**src/hw/ddr_lp_pkg.sv**
```systemverilog
`default_nettype none
package ddr_lp_pkg;
  // ==========================================================
  // Clock and timer widths
  localparam int CLK_PERIOD_PS = 10000;
  localparam int TMR_W = 10;

  function automatic int cyc_ceil(input int ps);
    int c;
    c = (ps + CLK_PERIOD_PS - 1) / CLK_PERIOD_PS;
    return (c < 1) ? 1 : c;
  endfunction : cyc_ceil

  function automatic int cyc_floor(input int ps);
    int c;
    c = ps / CLK_PERIOD_PS;
    return (c < 1) ? 1 : c;
  endfunction : cyc_floor

  // ==========================================================
  // Times as printed or as plain defaults, in picoseconds
  localparam int T_REFI_PS = 7812500;
  localparam int T_REFI_HOT_PS = 3900000;
  localparam int T_ROW_PRE_PS = 15000;
  localparam int T_ALL_PRE_PS = 17500;
  localparam int T_REFRESH_CYCLE_PS = 127500;
  localparam int T_SR_EXIT_NONREAD_PS = 137500;
  localparam int T_WRITE_TO_READ_PS = 7500;
  localparam int T_WRITE_RECOVERY_PS = 15000;
  localparam int T_ROW_TO_COL_PS = 15000;

  // ==========================================================
  // Cycle counts
  localparam int WTR_MIN_CYC = 2;
  localparam int WTR_CYC = (cyc_ceil(T_WRITE_TO_READ_PS) > WTR_MIN_CYC)
    ? cyc_ceil(T_WRITE_TO_READ_PS) : WTR_MIN_CYC;
  localparam int CAS_LAT = 4;
  localparam int BURST_LEN = 4;
  localparam int RD_DONE_I = CAS_LAT + BURST_LEN / 2 + 1;
  localparam int WR_BASE_I = CAS_LAT - 1 + BURST_LEN / 2 + 1;
  localparam int WR_TAIL_I = (cyc_ceil(T_WRITE_RECOVERY_PS) > WTR_CYC)
    ? cyc_ceil(T_WRITE_RECOVERY_PS) : WTR_CYC;
  localparam logic [TMR_W-1:0] REFI_CYC = TMR_W'(cyc_floor(T_REFI_PS));
  localparam logic [TMR_W-1:0] REFI_HOT_CYC =
    TMR_W'(cyc_floor(T_REFI_HOT_PS));
  localparam logic [TMR_W-1:0] RP_CYC = TMR_W'(cyc_ceil(T_ROW_PRE_PS));
  localparam logic [TMR_W-1:0] RPA_CYC = TMR_W'(cyc_ceil(T_ALL_PRE_PS));
  localparam logic [TMR_W-1:0] RFC_CYC =
    TMR_W'(cyc_ceil(T_REFRESH_CYCLE_PS));
  localparam logic [TMR_W-1:0] XSNR_CYC =
    TMR_W'(cyc_ceil(T_SR_EXIT_NONREAD_PS));
  localparam logic [TMR_W-1:0] RCD_CYC = TMR_W'(cyc_ceil(T_ROW_TO_COL_PS));
  localparam logic [TMR_W-1:0] XSRD_CYC = 10'h0C8;
  localparam logic [TMR_W-1:0] CKE_HOLD_CYC = 10'h003;
  localparam logic [TMR_W-1:0] XP_CYC = 10'h002;
  localparam logic [TMR_W-1:0] XARD_CYC = 10'h002;
  localparam logic [TMR_W-1:0] XARDS_CYC = 10'h007;
  localparam logic [TMR_W-1:0] ODT_OFF_CYC = 10'h003;
  localparam logic [TMR_W-1:0] RD_DONE_CYC = TMR_W'(RD_DONE_I);
  localparam logic [TMR_W-1:0] WR_DONE_CYC = TMR_W'(WR_BASE_I + WR_TAIL_I);

  // ==========================================================
  // Pin command codes on ras_n, cas_n, we_n (chip select low)
  localparam logic [2:0] PIN_NOP = 3'h7;
  localparam logic [2:0] PIN_ACT = 3'h3;
  localparam logic [2:0] PIN_RD = 3'h5;
  localparam logic [2:0] PIN_WR = 3'h4;
  localparam logic [2:0] PIN_PRE = 3'h2;
  localparam logic [2:0] PIN_REF = 3'h1;
  localparam int ADDR_BIT_TEN = 10;

  typedef enum logic [3:0] {
    UC_ACT = 4'h1,
    UC_RD = 4'h2,
    UC_WR = 4'h3,
    UC_PRE = 4'h4,
    UC_PREA = 4'h5,
    UC_SR_IN = 4'h6,
    UC_SR_OUT = 4'h7,
    UC_PD_IN = 4'h8,
    UC_PD_OUT = 4'h9
  } user_cmd_t;

  typedef enum logic [5:0] {
    ST_IDLE = 6'h01,
    ST_WAIT = 6'h02,
    ST_REF_PRE = 6'h04,
    ST_ODT_OFF = 6'h08,
    ST_SR = 6'h10,
    ST_PD = 6'h20
  } state_t;
endpackage : ddr_lp_pkg
`default_nettype wire

```
**src/hw/timer_if.sv**
```systemverilog
`default_nettype none
interface timer_if #(parameter int W = 10);
  logic load;
  logic [W-1:0] value;
  logic idle;
  modport ctrl (output load, output value, input idle);
  modport tmr (input load, input value, output idle);
endinterface : timer_if
`default_nettype wire

```
**src/hw/wait_timer.sv**
```systemverilog
`default_nettype none
module wait_timer #(
  parameter int W = 10
) (
  input wire logic clk,
  input wire logic reset,
  timer_if.tmr t
);
  if (W < 2) begin : g_bad_width
    $error("wait_timer width too small");
  end

  logic [W-1:0] count_ff;
  logic [W-1:0] nxt_count;

  always_comb begin
    if (t.load) begin
      nxt_count = t.value;
    end else if (count_ff != '0) begin
      nxt_count = count_ff - W'(1);
    end else begin
      nxt_count = count_ff;
    end
  end

  always_ff @(posedge clk) begin
    if (reset) begin
      count_ff <= '0;
    end else begin
      count_ff <= nxt_count;
    end
  end

  assign t.idle = (count_ff == '0);
endmodule : wait_timer
`default_nettype wire

```
**src/hw/ddr_lp_ctrl.sv**
```systemverilog
`default_nettype none
module ddr_lp_ctrl #(
  parameter int BANKS = 8,
  parameter int BANK_W = 3,
  parameter int ADDR_W = 14
) (
  input wire logic clk,
  input wire logic reset,
  input wire logic cmd_valid,
  input wire ddr_lp_pkg::user_cmd_t cmd_op,
  input wire logic [BANK_W-1:0] cmd_bank,
  input wire logic [ADDR_W-1:0] cmd_addr,
  input wire logic slow_exit_sel,
  input wire logic odt_request,
  input wire logic dll_reset_done,
  input wire logic hot_temp_pin,
  input wire logic dll_locked_pin,
  output logic cmd_ready,
  output logic cmd_err,
  output logic cke,
  output logic cs_n,
  output logic ras_n,
  output logic cas_n,
  output logic we_n,
  output logic [BANK_W-1:0] ba,
  output logic [ADDR_W-1:0] addr,
  output logic termination_control,
  output logic dll_reset_req,
  output logic in_self_refresh,
  output logic in_power_down
);
  import ddr_lp_pkg::*;

  if (BANKS != (1 << BANK_W) || ADDR_W <= ADDR_BIT_TEN) begin : g_bad
    $error("ddr_lp_ctrl bank or address width unsupported");
  end

  // ==========================================================
  // Timers: row/refresh waits, read lockout, clock enable hold
  timer_if #(.W(TMR_W)) m_if ();
  timer_if #(.W(TMR_W)) l_if ();
  timer_if #(.W(TMR_W)) h_if ();

  wait_timer #(.W(TMR_W)) u_main (.clk(clk), .reset(reset), .t(m_if));
  wait_timer #(.W(TMR_W)) u_lock (.clk(clk), .reset(reset), .t(l_if));
  wait_timer #(.W(TMR_W)) u_hold (.clk(clk), .reset(reset), .t(h_if));

  // ==========================================================
  // Pin synchronisers
  logic [1:0] hot_sync_ff;
  logic [1:0] dll_sync_ff;
  logic hot_temp;
  logic dll_locked;

  always_ff @(posedge clk) begin
    if (reset) begin
      hot_sync_ff <= 2'h0;
      dll_sync_ff <= 2'h0;
    end else begin
      hot_sync_ff <= {hot_sync_ff[0], hot_temp_pin};
      dll_sync_ff <= {dll_sync_ff[0], dll_locked_pin};
    end
  end
  assign hot_temp = hot_sync_ff[1];
  assign dll_locked = dll_sync_ff[1];

  // ==========================================================
  // State
  state_t state_ff, nxt_state;
  logic [BANKS-1:0] open_ff, nxt_open;
  logic [TMR_W-1:0] refi_ff, nxt_refi;
  logic cke_ff, nxt_cke;
  logic cs_n_ff, nxt_cs_n;
  logic [2:0] rcw_ff, nxt_rcw;
  logic [BANK_W-1:0] ba_ff, nxt_ba;
  logic [ADDR_W-1:0] addr_ff, nxt_addr;
  logic odt_ff, nxt_odt;
  logic ready_ff, nxt_ready;
  logic err_ff, nxt_err;
  logic pd_act_ff, nxt_pd_act;
  logic dll_bad_ff, nxt_dll_bad;
  logic dll_req_ff, nxt_dll_req;
  logic m_ld, l_ld, h_ld, rearm, acc, ref_due, acted, ap;
  logic [TMR_W-1:0] m_val, l_val;

  assign acc = cmd_valid & ready_ff;
  assign ref_due = (refi_ff == '0);
  assign ap = cmd_addr[ADDR_BIT_TEN];

  always_comb begin
    nxt_state = state_ff;
    nxt_open = open_ff;
    nxt_cke = cke_ff;
    nxt_cs_n = 1'b0;
    nxt_rcw = PIN_NOP;
    nxt_ba = ba_ff;
    nxt_addr = addr_ff;
    nxt_err = 1'b0;
    nxt_pd_act = pd_act_ff;
    nxt_dll_bad = dll_bad_ff;
    nxt_dll_req = dll_req_ff & ~dll_reset_done;
    m_ld = 1'b0;
    m_val = '0;
    l_ld = 1'b0;
    l_val = '0;
    h_ld = 1'b0;
    rearm = 1'b0;
    case (state_ff)
      ST_IDLE: begin
        if (acc) begin
          case (cmd_op)
            UC_ACT: begin
              if (open_ff[cmd_bank]) begin
                nxt_err = 1'b1;
              end else begin
                nxt_open[cmd_bank] = 1'b1;
                nxt_rcw = PIN_ACT;
                nxt_ba = cmd_bank;
                nxt_addr = cmd_addr;
                m_ld = 1'b1;
                m_val = RCD_CYC;
                nxt_state = ST_WAIT;
              end
            end
            UC_RD, UC_WR: begin
              if (!open_ff[cmd_bank] || (cmd_op == UC_RD && !l_if.idle)) begin
                nxt_err = 1'b1;
              end else begin
                nxt_rcw = (cmd_op == UC_RD) ? PIN_RD : PIN_WR;
                nxt_ba = cmd_bank;
                nxt_addr = cmd_addr;
                if (ap) begin
                  nxt_open[cmd_bank] = 1'b0;
                end
                // burst ends before clock enable may fall
                m_ld = 1'b1;
                m_val = ((cmd_op == UC_RD) ? RD_DONE_CYC : WR_DONE_CYC)
                  + (ap ? RP_CYC : '0);
                nxt_state = ST_WAIT;
              end
            end
            UC_PRE, UC_PREA: begin
              nxt_rcw = PIN_PRE;
              nxt_ba = cmd_bank;
              nxt_addr[ADDR_BIT_TEN] = (cmd_op == UC_PREA);
              if (cmd_op == UC_PREA) begin
                nxt_open = '0;
              end else begin
                nxt_open[cmd_bank] = 1'b0;
              end
              m_ld = 1'b1;
              m_val = (cmd_op == UC_PREA) ? RPA_CYC : RP_CYC;
              nxt_state = ST_WAIT;
            end
            UC_SR_IN: begin
              if (|open_ff) begin
                nxt_err = 1'b1;
              end else begin
                m_ld = 1'b1;
                m_val = ODT_OFF_CYC;
                nxt_state = ST_ODT_OFF;
              end
            end
            UC_PD_IN: begin
              // clock enable kept high in read lockout
              if (!l_if.idle) begin
                nxt_err = 1'b1;
              end else begin
                nxt_cke = 1'b0;
                nxt_pd_act = |open_ff;
                nxt_dll_bad = ~dll_locked;
                h_ld = 1'b1;
                nxt_state = ST_PD;
              end
            end
            default: nxt_err = 1'b1;
          endcase
        end else if (ref_due) begin
          if (|open_ff) begin
            nxt_rcw = PIN_PRE;
            nxt_addr[ADDR_BIT_TEN] = 1'b1;
            nxt_open = '0;
            m_ld = 1'b1;
            m_val = RPA_CYC;
            nxt_state = ST_REF_PRE;
          end else begin
            nxt_rcw = PIN_REF;
            rearm = 1'b1;
            m_ld = 1'b1;
            m_val = RFC_CYC;
            nxt_state = ST_WAIT;
          end
        end
      end
      ST_REF_PRE: begin
        if (m_if.idle) begin
          nxt_rcw = PIN_REF;
          rearm = 1'b1;
          m_ld = 1'b1;
          m_val = RFC_CYC;
          nxt_state = ST_WAIT;
        end
      end
      ST_WAIT: begin
        if (m_if.idle) begin
          nxt_state = ST_IDLE;
        end
      end
      ST_ODT_OFF: begin
        if (m_if.idle) begin
          nxt_rcw = PIN_REF;
          nxt_cke = 1'b0;
          h_ld = 1'b1;
          nxt_state = ST_SR;
        end
      end
      ST_SR: begin
        rearm = 1'b1;
        if (acc && cmd_op == UC_SR_OUT) begin
          // both exit timers start at this edge
          nxt_cke = 1'b1;
          h_ld = 1'b1;
          m_ld = 1'b1;
          m_val = XSNR_CYC;
          l_ld = 1'b1;
          l_val = XSRD_CYC;
          nxt_state = ST_WAIT;
        end else if (acc) begin
          nxt_err = 1'b1;
        end
      end
      ST_PD: begin
        // exit with no-op, also forced by refresh
        if ((acc && cmd_op == UC_PD_OUT) ||
            (!acc && ref_due && h_if.idle)) begin
          nxt_cke = 1'b1;
          h_ld = 1'b1;
          m_ld = 1'b1;
          m_val = XP_CYC;
          l_ld = pd_act_ff;
          l_val = slow_exit_sel ? XARDS_CYC : XARD_CYC;
          nxt_dll_req = dll_bad_ff | nxt_dll_req;
          nxt_state = ST_WAIT;
        end else if (acc) begin
          nxt_err = 1'b1;
        end
      end
      default: nxt_state = ST_IDLE;
    endcase
    if (rearm) begin
      nxt_refi = hot_temp ? REFI_HOT_CYC : REFI_CYC;
    end else if (refi_ff != '0) begin
      nxt_refi = refi_ff - TMR_W'(1);
    end else begin
      nxt_refi = refi_ff;
    end
    nxt_odt = odt_request & l_if.idle & ~l_ld &
      (nxt_state != ST_ODT_OFF) & (nxt_state != ST_SR);
    acted = m_ld | h_ld | nxt_err;
    // clock enable hold before next change
    nxt_ready = ~acted & ~(ref_due & state_ff == ST_IDLE) & h_if.idle &
      ((state_ff == ST_IDLE && m_if.idle) ||
       state_ff == ST_SR || state_ff == ST_PD);
  end

  assign m_if.load = m_ld;
  assign m_if.value = m_val;
  assign l_if.load = l_ld;
  assign l_if.value = l_val;
  assign h_if.load = h_ld;
  assign h_if.value = CKE_HOLD_CYC;

  always_ff @(posedge clk) begin
    if (reset) begin
      state_ff <= ST_IDLE;
      open_ff <= '0;
      refi_ff <= REFI_CYC;
      cke_ff <= 1'b1;
      cs_n_ff <= 1'b1;
      rcw_ff <= PIN_NOP;
      ba_ff <= '0;
      addr_ff <= '0;
      odt_ff <= 1'b0;
      ready_ff <= 1'b0;
      err_ff <= 1'b0;
      pd_act_ff <= 1'b0;
      dll_bad_ff <= 1'b0;
      dll_req_ff <= 1'b0;
    end else begin
      state_ff <= nxt_state;
      open_ff <= nxt_open;
      refi_ff <= nxt_refi;
      cke_ff <= nxt_cke;
      cs_n_ff <= nxt_cs_n;
      rcw_ff <= nxt_rcw;
      ba_ff <= nxt_ba;
      addr_ff <= nxt_addr;
      odt_ff <= nxt_odt;
      ready_ff <= nxt_ready;
      err_ff <= nxt_err;
      pd_act_ff <= nxt_pd_act;
      dll_bad_ff <= nxt_dll_bad;
      dll_req_ff <= nxt_dll_req;
    end
  end

  assign cmd_ready = ready_ff;
  assign cmd_err = err_ff;
  assign cke = cke_ff;
  assign cs_n = cs_n_ff;
  assign ras_n = rcw_ff[2];
  assign cas_n = rcw_ff[1];
  assign we_n = rcw_ff[0];
  assign ba = ba_ff;
  assign addr = addr_ff;
  assign termination_control = odt_ff;
  assign dll_reset_req = dll_req_ff;
  assign in_self_refresh = (state_ff == ST_SR);
  assign in_power_down = (state_ff == ST_PD);
endmodule : ddr_lp_ctrl
`default_nettype wire

```
**config.mk**
```make
export PLATFORM = sky130hd
export DESIGN_NAME = ddr_lp_ctrl
export DESIGN_NICKNAME = d
export VERILOG_FILES = /design/src/hw/ddr_lp_pkg.sv /design/src/hw/timer_if.sv /design/src/hw/wait_timer.sv /design/src/hw/ddr_lp_ctrl.sv
export SDC_FILE = /design/constraint.sdc
export NUM_CORES = 1
export LEC_CHECK = 0
export ABC_AREA = 1
export BUFFER_PORTS_ARGS = -buffer_cell sky130_fd_sc_hd__clkbuf_2
export CAP_MARGIN = 20
export CORE_UTILIZATION = 63
export CTS_CLUSTER_SIZE = 16
export DETAILED_ROUTE_END_ITERATION = 8
export HOLD_SLACK_MARGIN = 0.02
export PLACE_DENSITY = 0.85
export SYNTH_ARGS = -nofsm -noshare
export SYNTH_HDL_FRONTEND = slang
export SYNTH_SLANG_ARGS = --single-unit
```
**constraint.sdc**
```tcl
create_clock -name clk -period 4.5 [get_ports clk]
set_input_delay 0.9 -clock clk [delete_from_list [all_inputs] [get_ports clk]]
set_output_delay 0.9 -clock clk [all_outputs]
set_load 0.005 [all_outputs]
```
==> out/qor.yml <==
synth_seq_area_share_pct: 35.86
portBuffers: 56
syn_avg_cell_area_um2: 7.029
antenna_found_initial: 0
vdd_drop_max_mv: 0.3396
setup_viol: 0
status: "complete, no violations"
final_hold_viol_count: 0
fin_crit_ns: 2.537
viasPerCell: 5.535
synthCells: 683
tritoncts: "yes"
fp.coreArea_um2: 7292
post_cts_resized: 0
slew_headroom_pct: 31.73
finalMaxSlewViolations: 0
hold_path_startpoint: "hot_sync_ff[0]"
pwr_density_cell_nw_per_um2: 451.5
ant_nets: 0
rsz0062_at_grt: "no"
drive_above_1_share_pct: 22.64
path_clk_slew_ns: 0.09
overflow: 0
initial_utilization_pct: 65.84
end_kind: "output pin"
finalCoreUtilization_pct: 72.77
area_growth_pct: 10.53
dp_cells: 825
synth_seq_cells: 86
fin_nets: 773
worstHoldEndpoint: "hot_sync_ff[1]"
ff2ff_path_depth: 13
synth-edff-count: 0
cts_setup_buffers: 0
grt_max_degree: 35
critPathKind: "flip-flop to output pin"
h-tree-depth: 3
die_h_um: 89.30
power.switching_uw: 955.7
ios: 57
fin_setup_tns_ns: 0
synthesis.area_um2: 4801
synth_nets: 719
cap_violations: 0
vias: 4655
rows: 31
seqPwrFrac_pct: 40.4
wl_per_cell_um: 13.58
n_fill_cell: 599
numCtsBuffers: 9
drt_iter0_markers: 322
clk_path_buf_depth: 2
hold_path_class: "flip-flop to flip-flop"
first_global_vias: 4007
finalNonFillerCells: 841
cts.sinks: 86
first_pass_iters: 6
routed_wirelength_um: 11420
combinationalPowerShare_pct: 39.3
insertion_delay_ns: 0.36
track_usage_pct: 29.97
fp.dieW_um: 89.30
start_kind: "flip-flop"
cts_root_buf: "clkbuf_8"
route.detailed.drc: 0
leakagePower_nw: 2.427
power_mw: 2.396
worstPathArrival_ns: 1.64
cp_max_fo: 6
switching_share_pct: 39.89
async_reset_ff_share_pct: 0
regToRegSetupSlack_ns: 2.08
worst_ep_required_time_ns: 3.60
tightest_slew_ns: 1.023
power.share.clock_pct: 20.3
dp_hpwl_um: 8871
hold_depth: 2
finalCritPeriodShare_pct: 56.39
r2r-end: "refi_ff[9]"
p_int_mw: 1.440
ys_warn_count: 0
grt_pass1_wl_um: 18280
gp_congestion: 0.9241
die_area_um2: 7974
max_freq_ghz: 0.3941
synth_ff_type: "dfxtp_1"
finClkSkew_ns: 0.01143
antenna_cells: 0
yosysUniqueCellTypes: 48
r2r_start: "u_main.count_ff[0]"
cts_hold_buffers: 0
-- cells by family after synthesis --
kind of cell               synth area share [%]
and+or+nand+nor                           34.84
AOI/OAI and AO/OA                         14.05
buffers and inverters                     9.591
DFF                                       35.86
xor gates and xnor gates                  3.831
adders and majority gates                 1.824
-- sequential cells by signal (all words and copies together) (netlist names) --
signal and cells:
cmd_err 1, cs_n 1, cke 1, pd_act_ff 1
dll_bad_ff 1, ba 3, u_main.count_ff 10, termination_control 1
addr 14, cmd_ready 1, open_ff 8, u_hold.count_ff 10
dll_reset_req 1, u_lock.count_ff 10, rcw_ff 3, refi_ff 10
dll_sync_ff 2, hot_sync_ff 2, state_ff 6
-- Yosys cell counts, types with 9 or more instances --
cell / instances / share of area [%]
a31oi_1: 9 / 1.2
dfxtp_1: 86 / 36
nor2_2: 23 / 3.0
nor3_1: 14 / 1.5
nand2_2: 15 / 2.0
nand4_1: 17 / 2.2
inv_1: 72 / 5.6
nor2_1: 93 / 7.3
a21oi_1: 41 / 4.3
nand2_1: 98 / 7.7
o21ai_0: 39 / 4.1
inv_2: 27 / 2.1
nand3_1: 48 / 5.0
xor2_1: 15 / 2.7
-- worst max path at each step --
stage / from / to / slack (ns)
after floorplan: cmd_valid / cmd_ready / 2.36
after global placement: reset / cmd_ready / 1.66
after detailed placement: reset / cmd_ready / 1.60
after CTS: state_ff[2] / in_power_down / 1.98
after global routing: reset / cmd_ready / 1.74
final: state_ff[2] / in_power_down / 1.96
-- cells in the final DEF, fill, tap and decap left out, types with 17 or more instances in the layout --
| cell | Yosys | layout |
|---|---|---|
| a21oi_1 | 41 | 41 |
| clkbuf_2 | 0 | 56 |
| dfxtp_1 | 86 | 86 |
| inv_1 | 72 | 72 |
| inv_2 | 27 | 27 |
| nand2_1 | 98 | 98 |
| nand3_1 | 48 | 48 |
| nand4_1 | 17 | 17 |
| nor2_1 | 93 | 93 |
| nor2_2 | 23 | 23 |
| o21ai_0 | 39 | 39 |
-- power groups by stage --
| stage | logic [mW] | registers, mW | clock network (mW) |
|---|---|---|---|
| finish | 0.941 | 0.968 | 0.486 |
| global route | 1.07 | 0.983 | 0.525 |
| CTS | 0.931 | 0.968 | 0.499 |
| detailed placement | 0.924 | 0.985 | 0 |
| global placement | 0.888 | 0.979 | 0 |
| floorplan | 0.745 | 0.968 | 0 |
-- per-stage QoR --
| step | setup WS, ns | hold WS, ns | cell area [um2] |
|---|---|---|---|
| 6_report | 1.963 | 0.4091 | 5306 |
| 5_1_grt | 1.738 | 0.4204 | 5306 |
| 4_1_cts | 1.978 | 0.4121 | 5306 |
| 3_5_place_dp | 1.599 | 0.3990 | 5134 |
| 3_3_place_gp | 1.660 | 0.3929 | 5134 |
| 2_1_floorplan | 2.361 | 0.3883 | 4801 |
-- critical path, stage by stage (launching register included) --
cell and delay (ns):
dfxtp_1 0.39, nor2_2 0.23, nand2_2 0.14, inv_1 0.08
nand3_1 0.10, inv_1 0.19, clkbuf_2 0.15
-- metal layers --
layer / up-vias / global-route usage [%] / share of wire (%)
met5: - / 0 / 0
met1: 2133 / 39.62 / 46
met2: 166 / 49.48 / 47
met4: 0 / 10.82 / 1.8
met3: 20 / 4.986 / 5.6
li1: 2336 / - / -
-- layout make-up --
type,count,area [um2],share of cell area (%)
flip-flops and latches,86,1722,32.45
clock inverters,6,45.04,0.8489
inverters,102,389.1,7.333
repair buffers,56,280.3,5.282
clock buffers,10,127.6,2.405
well taps,99,123.9,2.334
multi-input cells,482,2619,49.35
Note: power is estimated with default switching activity, not from simulation.
